--- src/design/supply_fault_pkg.sv ---
// Purpose: Constants and carriers for the supply and regulator fault status registers
// Assumes: One 100 MHz clock; fault comparators arrive asynchronously
// Notes:   Flags are sticky; software clears a flag by writing 0 to it
//
// Contract
// - Supply-rail fault register at 0xD3, eight read/write bits, resets to 00h.
// - Bit 0 of supply-rail register sets on 6V auxiliary rail overvoltage.
// - Bit 1 of supply-rail register sets on 6V auxiliary rail undervoltage.
// - Bit 2 of supply-rail register sets on 12V driver rail overvoltage.
// - Bit 3 of supply-rail register sets on 12V driver rail undervoltage.
// - Bit 4 of supply-rail register sets on flyback primary switch overcurrent.
// - Bit 5 of supply-rail register sets on controller input overvoltage.
// - Bit 6 of supply-rail register sets when low-voltage bus falls below lockout.
// - Bit 7 of supply-rail register sets on power-on reset; control registers need reloading.
// - Regulator fault register at 0xD4, resets 00h, bits 1-3 and 6-7 reserved.
// - Regulator bit 0 sets when driver supply leaves its 4.8V to 5.6V window.
// - Regulator bit 4 sets on micro linear regulator overvoltage.
// - Regulator bit 5 sets on micro linear regulator undervoltage.
// - Any fault sets summary bit 7 and pulls the active-low alert pin low; the code gives summary as its own summary_alert_out output, in no register bit.
package supply_fault_pkg;

  localparam logic [7:0] SUPPLY_RAIL_FAULT_STATUS_ADDR = 8'hD3;
  localparam logic [7:0] REGULATOR_FAULT_STATUS_ADDR   = 8'hD4;
  localparam logic [7:0] STATUS_RESET                  = 8'h00;
  localparam logic [7:0] SUPPLY_RAIL_MASK              = 8'hFF;
  localparam logic [7:0] REGULATOR_MASK                = 8'h31;
  localparam logic [7:0] READ_UNMAPPED                 = 8'h00;

  localparam int RAIL_AUX_6V_OV_BIT      = 0;
  localparam int RAIL_AUX_6V_UV_BIT      = 1;
  localparam int RAIL_DRV_12V_OV_BIT     = 2;
  localparam int RAIL_DRV_12V_UV_BIT     = 3;
  localparam int RAIL_FLYBACK_OC_BIT     = 4;
  localparam int RAIL_INPUT_OV_BIT       = 5;
  localparam int RAIL_BUS_UVLO_BIT       = 6;
  localparam int RAIL_POR_BIT            = 7;
  localparam int REGL_SUPPLY_WINDOW_BIT  = 0;
  localparam int REGL_MICRO_OV_BIT       = 4;
  localparam int REGL_MICRO_UV_BIT       = 5;

  // Raw comparator outputs, high while the condition holds
  typedef struct packed {
    logic aux_6v_rail_ov;
    logic aux_6v_rail_uv;
    logic driver_12v_rail_ov;
    logic driver_12v_rail_uv;
    logic flyback_oc;
    logic input_ov;
    logic low_voltage_bus_uvlo;
    logic por_detect;
    logic driver_supply_out_of_window;
    logic micro_linear_regulator_ov;
    logic micro_linear_regulator_uv;
  } fault_cond_s;

  typedef struct packed {
    logic [7:0] addr;
    logic       wr;
    logic       rd;
    logic [7:0] wdata;
  } reg_req_s;

  typedef struct packed {
    logic [7:0]  rail;
    logic [7:0]  regl;
    logic [7:0]  rdata;
    fault_cond_s sync1;
    fault_cond_s sync2;
    logic        por_pend;
    logic        alert_n;
    logic        summary;
  } fault_state_s;

endpackage : supply_fault_pkg

--- src/design/supply_fault_status_regs.sv ---
// Purpose: Sticky supply and regulator fault flags with host register access and alert pin
// Assumes: Register requests come from same-clock command decoding logic
// Notes:   Read data and alert are registered; a set always beats a same-cycle clear
`timescale 1ns/100ps
module supply_fault_status_regs (
  input  wire logic                          sys_clk_in,
  input  wire logic                          rst_in,
  input  wire supply_fault_pkg::fault_cond_s fault_in,
  input  wire supply_fault_pkg::reg_req_s    req_in,
  output logic [7:0]                         rdata_out,
  output logic [7:0]                         supply_rail_fault_status_out,
  output logic [7:0]                         regulator_fault_status_out,
  output logic                               summary_alert_out,
  output logic                               alert_out_n
);

  supply_fault_pkg::fault_state_s st_reg;
  supply_fault_pkg::fault_state_s st_next;
  logic [7:0] rail_set;
  logic [7:0] regl_set;
  logic [7:0] rail_keep;
  logic [7:0] regl_keep;
  logic       wr_rail;
  logic       wr_regl;

  always_comb begin
    st_next = st_reg;
    // Comparators are asynchronous, so two stages before use
    st_next.sync1 = fault_in;
    st_next.sync2 = st_reg.sync1;
    st_next.por_pend = 1'b0;
    wr_rail = req_in.wr && (req_in.addr == supply_fault_pkg::SUPPLY_RAIL_FAULT_STATUS_ADDR);
    wr_regl = req_in.wr && (req_in.addr == supply_fault_pkg::REGULATOR_FAULT_STATUS_ADDR);
    rail_set = 8'h00;
    rail_set[supply_fault_pkg::RAIL_AUX_6V_OV_BIT]  = st_reg.sync2.aux_6v_rail_ov;
    rail_set[supply_fault_pkg::RAIL_AUX_6V_UV_BIT]  = st_reg.sync2.aux_6v_rail_uv;
    rail_set[supply_fault_pkg::RAIL_DRV_12V_OV_BIT] = st_reg.sync2.driver_12v_rail_ov;
    rail_set[supply_fault_pkg::RAIL_DRV_12V_UV_BIT] = st_reg.sync2.driver_12v_rail_uv;
    rail_set[supply_fault_pkg::RAIL_FLYBACK_OC_BIT] = st_reg.sync2.flyback_oc;
    rail_set[supply_fault_pkg::RAIL_INPUT_OV_BIT]   = st_reg.sync2.input_ov;
    rail_set[supply_fault_pkg::RAIL_BUS_UVLO_BIT]   = st_reg.sync2.low_voltage_bus_uvlo;
    // Reset release itself counts as a power-on event
    rail_set[supply_fault_pkg::RAIL_POR_BIT] = st_reg.por_pend | st_reg.sync2.por_detect;
    regl_set = 8'h00;
    regl_set[supply_fault_pkg::REGL_SUPPLY_WINDOW_BIT] = st_reg.sync2.driver_supply_out_of_window;
    regl_set[supply_fault_pkg::REGL_MICRO_OV_BIT] = st_reg.sync2.micro_linear_regulator_ov;
    regl_set[supply_fault_pkg::REGL_MICRO_UV_BIT] = st_reg.sync2.micro_linear_regulator_uv;
    // Writing 1 keeps a flag, writing 0 clears it; set wins over clear
    rail_keep = wr_rail ? (st_reg.rail & req_in.wdata) : st_reg.rail;
    regl_keep = wr_regl ? (st_reg.regl & req_in.wdata) : st_reg.regl;
    st_next.rail = (rail_keep | rail_set) & supply_fault_pkg::SUPPLY_RAIL_MASK;
    st_next.regl = (regl_keep | regl_set) & supply_fault_pkg::REGULATOR_MASK;
    // Alert follows the flags, so it drops only once software has cleared every one
    st_next.summary = |{st_next.rail, st_next.regl};
    st_next.alert_n = ~st_next.summary;
    if (req_in.rd) begin
      case (req_in.addr)
        supply_fault_pkg::SUPPLY_RAIL_FAULT_STATUS_ADDR: st_next.rdata = st_reg.rail;
        supply_fault_pkg::REGULATOR_FAULT_STATUS_ADDR:   st_next.rdata = st_reg.regl;
        default:                                         st_next.rdata = supply_fault_pkg::READ_UNMAPPED;
      endcase
    end
  end

  always_ff @(posedge sys_clk_in or posedge rst_in) begin
    if (rst_in) begin
      st_reg          <= '0;
      st_reg.rail     <= supply_fault_pkg::STATUS_RESET;
      st_reg.regl     <= supply_fault_pkg::STATUS_RESET;
      st_reg.por_pend <= 1'b1;
      st_reg.alert_n  <= 1'b1;
    end else begin
      st_reg <= st_next;
    end
  end

  assign rdata_out                    = st_reg.rdata;
  assign supply_rail_fault_status_out = st_reg.rail;
  assign regulator_fault_status_out   = st_reg.regl;
  assign summary_alert_out            = st_reg.summary;
  assign alert_out_n                  = st_reg.alert_n;
endmodule : supply_fault_status_regs

--- config.mk ---
export PLATFORM = sky130hd
export DESIGN_NAME = supply_fault_status_regs
export DESIGN_NICKNAME = d
export VERILOG_FILES = /design/src/design/supply_fault_pkg.sv /design/src/design/supply_fault_status_regs.sv
export SDC_FILE = /design/constraint.sdc
export NUM_CORES = 1
export LEC_CHECK = 0
export BUFFER_PORTS_ARGS = -buffer_cell sky130_fd_sc_hd__buf_2
export CORE_UTILIZATION = 52
export CTS_BUF_LIST = sky130_fd_sc_hd__clkbuf_8
export DETAILED_ROUTE_END_ITERATION = 8
export GPL_ROUTABILITY_DRIVEN = 0
export PLACE_DENSITY = 0.81
export SYNTH_ARGS = -nofsm -noshare
export SYNTH_HDL_FRONTEND = slang
export SYNTH_SLANG_ARGS = --single-unit
--- constraint.sdc ---
create_clock -name sys_clk_in -period 1.51 [get_ports sys_clk_in]
set_input_delay 0 -clock sys_clk_in [delete_from_list [all_inputs] [get_ports sys_clk_in]]
set_output_delay 0 -clock sys_clk_in [all_outputs]
set_load 0.05 [all_outputs]
# Word level (Yosys, flattened, before mapping)
# Cells that the tools add are included.
[word_totals]
inputBits = 31
regBits = 44
out_inout_bits = 26
word_cells = 42
[op_classes]
eq_ne = 2
n_bitwise = 6
n_reduce_logical = 3
n_mux = 3
[ops]
columns = ["operator", "n"]
rows = [
  ["equality test 8 bit, second input constant", 2],
  ["one-hot mux 8 bit (2 select lines)", 1],
  ["OR reduction 11 bit", 1],
  ["AND 8 bit", 1],
  ["two-way mux 8 bit", 1],
  ["bitwise OR 8 bit", 1],
  ["AND 6 bit", 1],
  ["two-way mux 6 bit", 1],
  ["bitwise OR 6 bit", 1],
  ["logical AND 1 bit", 2],
  ["NOT 1 bit", 1],
  ["bitwise OR 1 bit", 1],
]

# Logic depth before layout (Yosys ltp)
# Gate-level depths: netlist of the first run.
[logic_depth]
word_depth = 6
ltp_mapped = 6
depth_no_buf = 5

# Least setup slack after synthesis of the first run
# Ideal clock, no wire load.
[synth_path]
path_type = "register to register"
from = "register st_reg (netlist bit supply_rail_fault_status_out[5])"
to = "register st_reg (netlist bit alert_out_n)"
setup_slack_ns = 0.174
t_arrival_ns = 1.273
period_less_slack_ns = 1.336
n_path_buf = 0
stages_incl_launch_ff = 5
required_time_ns = 1.447
setup_ns = 0.063
path_cell_list = "dfrtp_1 > a2111oi_4 > nand4bb_1 > nor4_2 > and4bb_1"
[synth_lines]
columns = ["element", "line", "text"]
rows = [
  ["start, declared", "supply_fault_status_regs.sv:17", "supply_fault_pkg::fault_state_s st_reg;"],
  ["start signal, assigned", "supply_fault_status_regs.sv:73", "st_reg <= st_next;"],
]

==> results.toml, run 1 <==
[routing]
wirelength_microns = 3090
viasPerCell = 4.91
vias = 1179
detail_route.first_pass.iterations = 4
wl_per_cell_microns = 12.9
ant_nets = 0
route.detailed.drc = 0
drtIter0Drc = 34

[grt]
grt.overflow.total = 0
grt.total_usage = 0.189
grt_pass1_vias = 1170
grt_pass1_wl_microns = 4880
grt_max_degree = 45
antenna_found_initial = 0

[floorplanning]
core_sq_um = 3150
fp.dieH_microns = 60.6
ioPinCount = 57
dieWidth_microns = 60.6
rows = 20
dieArea_sq_um = 3670
initial_core_util = 0.567

[clock_network]
cts_tree = "done"
clk_pin_slew_worst_paths_ns = 0.08
clk_path_buf_depth = 2
root_buffer = "clkbuf_8"
cts_setup_buffers = 0
clk_latency_ns = 0.29
clock_sinks = 44
cts_buffers = 5
htreeDepth = 2

[synth]
syn_inst = 143
avgSynthCellArea_sq_um = 12.5
synth_edf_count = 0
synth_flop_cell = "dfrtp_1"
async_flop_share = 1.00
ys_warn_count = 0
netlist_area_sq_um = 1790
yosysUniqueCellTypes = 31
synth_top_area_frac = 0.588
netlist_top_cells_area = "dfrtp_1, buf_4, a21o_1"
yosysTopAreaCell = "dfrtp_1"
yosysSeqAreaShare = 0.618
ys_ff_latch = 44

[setup_path]
reg2reg_depth = 4
path_class = "register to register"
arrival_ns = 1.71
max_stage_delay_ns = 0.46
cpMaxStageDelayCell = "dfrtp_2"
critPathMaxFanout = 5
cp-start-kind = "register"
cp-end-kind = "register"
worstPathCellList = "a2111oi_4 -> nand4bb_1 -> nor4_2 -> and4bb_1"
required_ns = 1.75

[sta]
setup_tns_ns = 0
finalCritPeriodShare = 0.978
timing.fmax_mhz = 677
finalSetupViolations = 0
worst-slew-pin-transition_ns = 0.516
slew_viol_final = 0
timing.hold.ws_ns = 0.0309
timing.slew.headroom = 0.656
hold_violations = 0
rsz0062_at_grt = "true"
min_period_ns = 1.48
fin_skew_ns = 0.00848

[final_layout]
nFillCells = 242
postLayoutCoreUtil = 0.687
largest_reg_flops = 11
synthToLayoutAreaGrowth_pct = 21.2
layout-drive-gt1-share = 0.362
final_nets = 226
final_area_sq_um = 2170
num_antenna_cells = 0

[placed_design]
place_hpwl_microns = 2280
dpl-instance-area_sq_um = 1950
io_buffers = 51

[power_and_ir_drop]
cellPowerDensity_nw_per_um2 = 994
leakage_nw = 0.933
vdd_drop_max_mv = 0.685

[outcome]
status = "completed"

[hold_path]
hold_depth = 4
min_path_type = "input pin to register"

[run]
max_cap_violations = 0
## final cells by class
type / count / area (sq um) / area share
Clock inverter: 2 / 11.3 / 0.00520
Inverter: 6 / 22.5 / 0.0104
Multi-Input combinational cell: 71 / 484 / 0.224
Clock buffer: 6 / 82.6 / 0.0381
Sequential cell: 44 / 1100 / 0.510
Timing Repair Buffer: 67 / 405 / 0.187
Tap cell: 44 / 55.1 / 0.0254
## worst paths after layout
kind	startpoint	to	slack (ns)
worst max-delay path	supply_rail_fault_status_out[5]$_DFF_PP0_	alert_out_n$_DFF_PP1_	0.03
worst min-delay path	req_in[4]	regulator_fault_status_out[4]$_DFF_PP0_	0.03
worst max register to register	supply_rail_fault_status_out[5]$_DFF_PP0_	alert_out_n$_DFF_PP1_	0.03
worst min register to register	st_next[9]$_DFF_PP0_	rail_set[4]$_DFF_PP0_	0.35
max in group asynchronous	rst_in	supply_rail_fault_status_out[5]$_DFF_PP0_	0.77
min in group asynchronous	rst_in	supply_rail_fault_status_out[7]$_DFF_PP0_	0.37
## cells in the mapped netlist (2+ instances only)
library cell / instances
nor3b_1: 2
nor2_1: 11
nand3_1: 5
nand2_1: 2
a21o_1: 7
buf_4: 24
dfrtp_1: 42
a21oi_1: 7
nand3b_1: 3
inv_1: 6
dfstp_2: 2
a22oi_1: 3
and4bb_1: 2
nand4bb_1: 2
o21ai_0: 5
nor4_2: 2
nand4b_1: 4
## cell usage in the layout, fill, tap and decap left out, drive strengths merged
cell type	count
nand2b	2
nand2	2
nor2b	1
nand3	5
inv	6
a21o	7
clkinv	1
clkinvlp	1
dlygate4sd3	12
nor2	11
dfrtp	42
nand4bb	2
and4b	1
buf	55
a211o	1
a22oi	3
nand3b	3
and3b	1
conb	6
dfstp	2
o21ai	5
o22ai	1
a2111oi	1
nor3b	2
a21oi	7
and2	1
nand4b	4
clkbuf	6
nor4	3
and4bb	2
## per-layer routing
layer / global-route usage / share of wire / vias up / routed length (microns)
met2: 0.314 / 0.50 / 53 / 1540
li1: - / - / 568 / -
met1: 0.215 / 0.41 / 551 / 1280
met3: 0.0512 / 0.061 / 7 / 187
met4: 0.127 / 0.027 / 0 / 83
met5: 0 / 0 / - / 0
## cells by family after synthesis
logic type             after synthesis  synth area share
AOI/OAI and AO/OA                   25            0.0994
DFF                                 44             0.618
buffers and inverters               33             0.125
and+or+nand+nor                     40             0.156
other                                1           0.00210
## what timing repair did
action                                  CTS  global route
hold buffers                             12             0
resized for setup                         0             2
endpoints found under the setup margin    0             2
endpoints found under the hold margin    53             0
## stage by stage
step | worst slack [ns] | total power (W) | std cells
after detailed placement | 0.0305 | 0.00142 | 220
final | 0.0329 | 0.00215 | 240
after global routing | -0.0118 | 0.00224 | 240
after CTS | 0.0176 | 0.00217 | 240
after floorplan | 0.174 | 0.00137 | 148
after global placement | 0.109 | 0.00141 | 220
## power breakdown
part	total, W	leakage, nW	switching (W)	internal (W)
registers	0.00123	0.489	0.0000177	0.00122
logic	0.000185	0.395	0.000113	0.0000727
clock network	0.000734	0.0486	0.000369	0.000365
## worst max-delay path, delay by kind of cell, from the launching register on
kind | cells | cell delay, ns
compound gates | 1 | 0.31
flops | 1 | 0.46
simple gates | 3 | 0.65
Power figures use the tool's default switching activity.
==> inputs of run 2 (changes only) <==
--- a/config.mk
+++ b/config.mk
@@ -6,11 +6,11 @@
 export NUM_CORES = 1
 export LEC_CHECK = 0
 export BUFFER_PORTS_ARGS = -buffer_cell sky130_fd_sc_hd__buf_2
-export CORE_UTILIZATION = 52
-export CTS_BUF_LIST = sky130_fd_sc_hd__clkbuf_8
+export CORE_UTILIZATION = 50
+export CTS_BUF_LIST = sky130_fd_sc_hd__clkbuf_16
 export DETAILED_ROUTE_END_ITERATION = 8
 export GPL_ROUTABILITY_DRIVEN = 0
-export PLACE_DENSITY = 0.81
+export PLACE_DENSITY = 0.79
 export SYNTH_ARGS = -nofsm -noshare
 export SYNTH_HDL_FRONTEND = slang
 export SYNTH_SLANG_ARGS = --single-unit
==> run 2 against run 1 <==
Against the previous run:
- the flow now finishes with violations (negative setup slack)
- sequential share of layout area shrank 2.0 points
- worst hold slack gained 0.0083 ns
- clock skew shrank 0.0058 ns
- clock-buffer cell count shrank 1
- non-clock buffer count grew 3
- combinational power grew 4%
- design area grew 4.2%
- sequential power is essentially flat
- register-to-register slack lost 0.04 ns
- die area grew 3.9%
- critical path depth grew 1
- critical endpoint unchanged
- largest power group unchanged
==> results.toml, run 2 (synthesis gave the netlist of run 1 again) <==
[setup_path]
arrival_ns = 1.74
path_class = "register to register"
required_ns = 1.73
cp-end-kind = "register"
cp-start-kind = "register"
critPathMaxFanout = 3

[floorplanning]
rows = 21
fp.dieH_microns = 61.8
dieWidth_microns = 61.8
dieArea_sq_um = 3820
core_sq_um = 3390
initial_core_util = 0.527
ioPinCount = 57

[sta]
worst-slew-pin-transition_ns = 0.682
fin_skew_ns = 0.00272
setup_slack_ns = -0.00636
rsz0062_at_grt = "true"
finalSetupViolations = 1
setup_tns_ns = -0.00636
min_period_ns = 1.52
slew_viol_final = 0
timing.fmax_mhz = 659
hold_violations = 0
finalCritPeriodShare = 1.00
timing.slew.headroom = 0.543

[clock_network]
clk_latency_ns = 0.28
root_buffer = "clkbuf_16"
cts_buffers = 5
clk_path_buf_depth = 2
htreeDepth = 2
cts_tree = "done"
clock_sinks = 44
clk_pin_slew_worst_paths_ns = 0.06

[routing]
drtIter0Drc = 47
detail_route.first_pass.iterations = 4
wl_per_cell_microns = 13.7
ant_nets = 0
viasPerCell = 4.94
vias = 1210
wirelength_microns = 3350
route.detailed.drc = 0

[placed_design]
place_hpwl_microns = 2330
io_buffers = 51
dpl-instance-area_sq_um = 1960

[power_and_ir_drop]
cellPowerDensity_nw_per_um2 = 1080
vdd_drop_max_mv = 0.714
p_seq_frac = 0.509
p_comb_frac = 0.079
leakage_nw = 0.970
switching_share = 0.220
intPower_w = 0.00190
p_clk_frac = 0.411
power_switching_w = 0.000535
total_power_w = 0.00243

[final_layout]
multiInputGateArea_sq_um = 490
seq_area_sq_um = 1100
layout-drive-gt1-share = 0.372
nFillCells = 255
largest_reg_flops = 11
final_area_sq_um = 2260
final_cell_mix = "buf_2, dfrtp_1, dlygate4sd3_1"
mostFrequentLayoutCell = "buf_2"
num_antenna_cells = 0
synthToLayoutAreaGrowth_pct = 26.3
final_nets = 229

[outcome]
failed_checks = "negative setup slack"
status = "finished with violations"

[grt]
grt.total_usage = 0.198
grt_pass1_vias = 1105
grt_max_degree = 28
grt_pass1_wl_microns = 5130
antenna_found_initial = 0
grt.overflow.total = 0

[hold_path]
min_path_type = "input pin to register"

[run]
max_cap_violations = 0
[run 2: cell count changes in the layout (fill, tap and decap cells not counted), sizes merged]
cell	delta
buf	+3
clkbuf	-1
clkinv	+1
[run 2: through the flow]
| step | setup WS [ns] | instances | util | hold slack [ns] |
|---|---|---|---|---|
| after floorplan | 0.174 | 148 | - | 0.0314 |
| after global placement | 0.107 | 222 | 0.578 | 0.0252 |
| after detailed placement | 0.0533 | 222 | 0.578 | 0.0365 |
| after CTS | 0.0365 | 242 | 0.655 | 0.0370 |
| after global routing | -0.116 | 245 | 0.666 | 0.0659 |
| final | -0.00636 | 245 | 0.666 | 0.0392 |
[run 2: path summary, 6_finish.rpt]
check	from	to	slack, ns	depth (start not counted)
worst max-delay path	supply_rail_fault_status_out[5]$_DFF_PP0_	alert_out_n$_DFF_PP1_	-0.006	5
worst min-delay path	req_in[0]	regulator_fault_status_out[0]$_DFF_PP0_	0.04	3
worst max register to register	supply_rail_fault_status_out[5]$_DFF_PP0_	alert_out_n$_DFF_PP1_	-0.006	5
worst min register to register	st_next[9]$_DFF_PP0_	rail_set[4]$_DFF_PP0_	0.35	0
max in group asynchronous	rst_in	supply_rail_fault_status_out[5]$_DFF_PP0_	0.72	4
min in group asynchronous	rst_in	supply_rail_fault_status_out[7]$_DFF_PP0_	0.28	3
[run 2: final cells by class]
| cell class | count | share of cell area |
|---|---|---|
| clock buffer | 5 | 0.0555 |
| inverter | 6 | 0.00998 |
| multi-input combinational | 71 | 0.217 |
| tap | 46 | 0.0255 |
| sequential | 44 | 0.490 |
| timing repair buffer | 70 | 0.195 |
| clock inverter | 3 | 0.00666 |
[run 2: timing repair]
item	4_1_cts	5_1_grt
setup buffers	0	3
gates resized for setup	0	3
setup endpoints to repair	0	2
hold buffers	12	0
hold endpoints to repair	26	0
[run 2: metal layers]
metal  GRT usage  up-vias  wire length (microns)
met2       0.335       49                   1790
met1       0.228      583                   1300
met4      0.0921        0                     50
li1            -      572                      -
met3      0.0642        6                    205
met5           0        -                      0
[run 2: power by group through the flow]
stage / combinational, W / clock [W] / sequential (W)
after floorplan: 0.000123 / 0 / 0.00125
after global placement: 0.000162 / 0 / 0.00125
after detailed placement: 0.000167 / 0 / 0.00126
after CTS: 0.000191 / 0.00103 / 0.00124
after global routing: 0.000215 / 0.00107 / 0.00124
final: 0.000193 / 0.00100 / 0.00124
[run 2: worst max-delay path, stage by stage, from the launching register on]
cell	delay [ns]
dfrtp_2	0.43
buf_4	0.15
nor4_2	0.31
o22ai_1	0.14
nor4_2	0.19
and4bb_1	0.23
==> inputs of run 3 (changes only) <==
--- a/config.mk
+++ b/config.mk
@@ -11,6 +11,7 @@
 export DETAILED_ROUTE_END_ITERATION = 8
 export GPL_ROUTABILITY_DRIVEN = 0
 export PLACE_DENSITY = 0.79
+export SKIP_CTS_REPAIR_TIMING = 1
 export SYNTH_ARGS = -nofsm -noshare
 export SYNTH_HDL_FRONTEND = slang
 export SYNTH_SLANG_ARGS = --single-unit
==> run 3 against run 2 <==
Against the previous run:
- the flow now finishes without violations
- wire length increased by 0.21%
- final cell count unchanged
- clock-buffer cell count unchanged
- worst setup slack improved by 0.010 ns
- flip-flop and latch count unchanged
- sequential power about the same
- total power about the same
- first-iteration DRC count increased by 34%
- combinational power about the same
- non-clock buffer count unchanged
- clock skew about the same
==> results.toml, run 3 (synthesis gave the netlist of run 1 again) <==
[power_and_ir_drop]
p_comb_frac = 0.079
leakage_nw = 0.970
p_clk_frac = 0.411
intPower_w = 0.00190
p_seq_frac = 0.509
total_power_w = 0.00243
cellPowerDensity_nw_per_um2 = 1080
switching_share = 0.220
vdd_drop_max_mv = 0.718
power_switching_w = 0.000535

[placed_design]
io_buffers = 51
place_hpwl_microns = 2330
dp.cells = 222
dpl-instance-area_sq_um = 1960

[final_layout]
synthToLayoutAreaGrowth_pct = 26.3
final_area_sq_um = 2260
stdcell_count = 245
num_antenna_cells = 0
final_cell_mix = "buf_2, dfrtp_1, dlygate4sd3_1"
postLayoutCoreUtil = 0.666
seq_area_sq_um = 1100
multiInputGateArea_sq_um = 490
mostFrequentLayoutCell = "buf_2"
largest_reg_flops = 11
layout-drive-gt1-share = 0.372
final_nets = 229
nFillCells = 257

[floorplanning]
dieArea_sq_um = 3820
dieWidth_microns = 61.8
rows = 21
initial_core_util = 0.527
core_sq_um = 3390
ioPinCount = 57
fp.dieH_microns = 61.8

[clock_network]
clock_sinks = 44
htreeDepth = 2
cts_buffers = 5
clk_pin_slew_worst_paths_ns = 0.06
root_buffer = "clkbuf_16"
cts_tree = "done"
clk_path_buf_depth = 2
clk_latency_ns = 0.28

[routing]
wirelength_microns = 3360
ant_nets = 0
vias = 1225
drtIter0Drc = 63
detail_route.first_pass.iterations = 4
route.detailed.drc = 0
wl_per_cell_microns = 13.7
viasPerCell = 5.00

[setup_path]
cp-end-kind = "register"
arrival_ns = 1.73
path_class = "register to register"
crit_start = "supply_rail_fault_status_out[5]$_DFF_PP0_"
required_ns = 1.73
cp-start-kind = "register"
r2r_start = "supply_rail_fault_status_out[5]$_DFF_PP0_"
critPathMaxFanout = 3

[hold_path]
min_from = "req_in[0]"
min_path_type = "input pin to register"

[sta]
slew_viol_final = 0
hold_violations = 0
min_period_ns = 1.51
rsz0062_at_grt = "true"
finalSetupViolations = 0
timing.fmax_mhz = 664
worst-slew-pin-transition_ns = 0.681
fin_skew_ns = 0.00279
timing.hold.ws_ns = 0.0390
timing.slew.headroom = 0.543
finalCritPeriodShare = 0.997

[grt]
grt_pass1_wl_microns = 4920
grt.overflow.total = 0
grt_max_degree = 28
grt.total_usage = 0.189
antenna_found_initial = 0
grt_pass1_vias = 1065

[run]
max_cap_violations = 0

[outcome]
status = "completed"
## run 3: cell counts in the layout (fill, tap and decap cells not counted)
No cell type changed its count.
## run 3: cell type report
cell class / count / share of cell area
well taps: 46 / 0.0255
flip-flops and latches: 44 / 0.490
multi-input cells: 71 / 0.217
repair buffers: 70 / 0.195
clock inverters: 3 / 0.00666
clock buffers: 5 / 0.0555
inverters: 6 / 0.00998
## run 3: path summary, 6_finish.rpt
| check | to | slack, ns | cells past startpoint |
|---|---|---|---|
| setup / recovery | alert_out_n$_DFF_PP1_ | 0.004 | 5 |
| hold / removal | regulator_fault_status_out[0]$_DFF_PP0_ | 0.04 | 3 |
| setup reg to reg | alert_out_n$_DFF_PP1_ | 0.004 | 5 |
| hold reg to reg | rail_set[4]$_DFF_PP0_ | 0.34 | 0 |
| max in group asynchronous | supply_rail_fault_status_out[5]$_DFF_PP0_ | 0.71 | 4 |
| min in group asynchronous | supply_rail_fault_status_out[7]$_DFF_PP0_ | 0.29 | 3 |
## run 3: power groups by stage
| stage | sequential, W | clock [W] | combinational, W |
|---|---|---|---|
| after floorplan | 0.00125 | 0 | 0.000123 |
| after global placement | 0.00125 | 0 | 0.000162 |
| after detailed placement | 0.00126 | 0 | 0.000167 |
| after CTS | 0.00124 | 0.00103 | 0.000167 |
| after global routing | 0.00124 | 0.00107 | 0.000214 |
| final | 0.00124 | 0.00100 | 0.000193 |
## run 3: through the flow
step	worst slack (ns)	setup TNS (ns)
after CTS	0.0365	0
after detailed placement	0.0533	0
final	0.00400	0
after global routing	-0.116	-0.208
after floorplan	0.174	0
after global placement	0.107	0
## run 3: critical path: stages, from the launching register on
cell and delay [ns]:
dfrtp_2 0.43, buf_4 0.15, nor4_2 0.31, o22ai_1 0.14, nor4_2 0.18, and4bb_1 0.23
## run 3: layer usage
| layer | global-route usage | share of wire | vias to the layer above |
|---|---|---|---|
| li1 | - | - | 574 |
| met1 | 0.229 | 0.39 | 588 |
| met2 | 0.300 | 0.53 | 53 |
| met3 | 0.0621 | 0.060 | 10 |
| met4 | 0.102 | 0.022 | 0 |
| met5 | 0 | 0 | - |
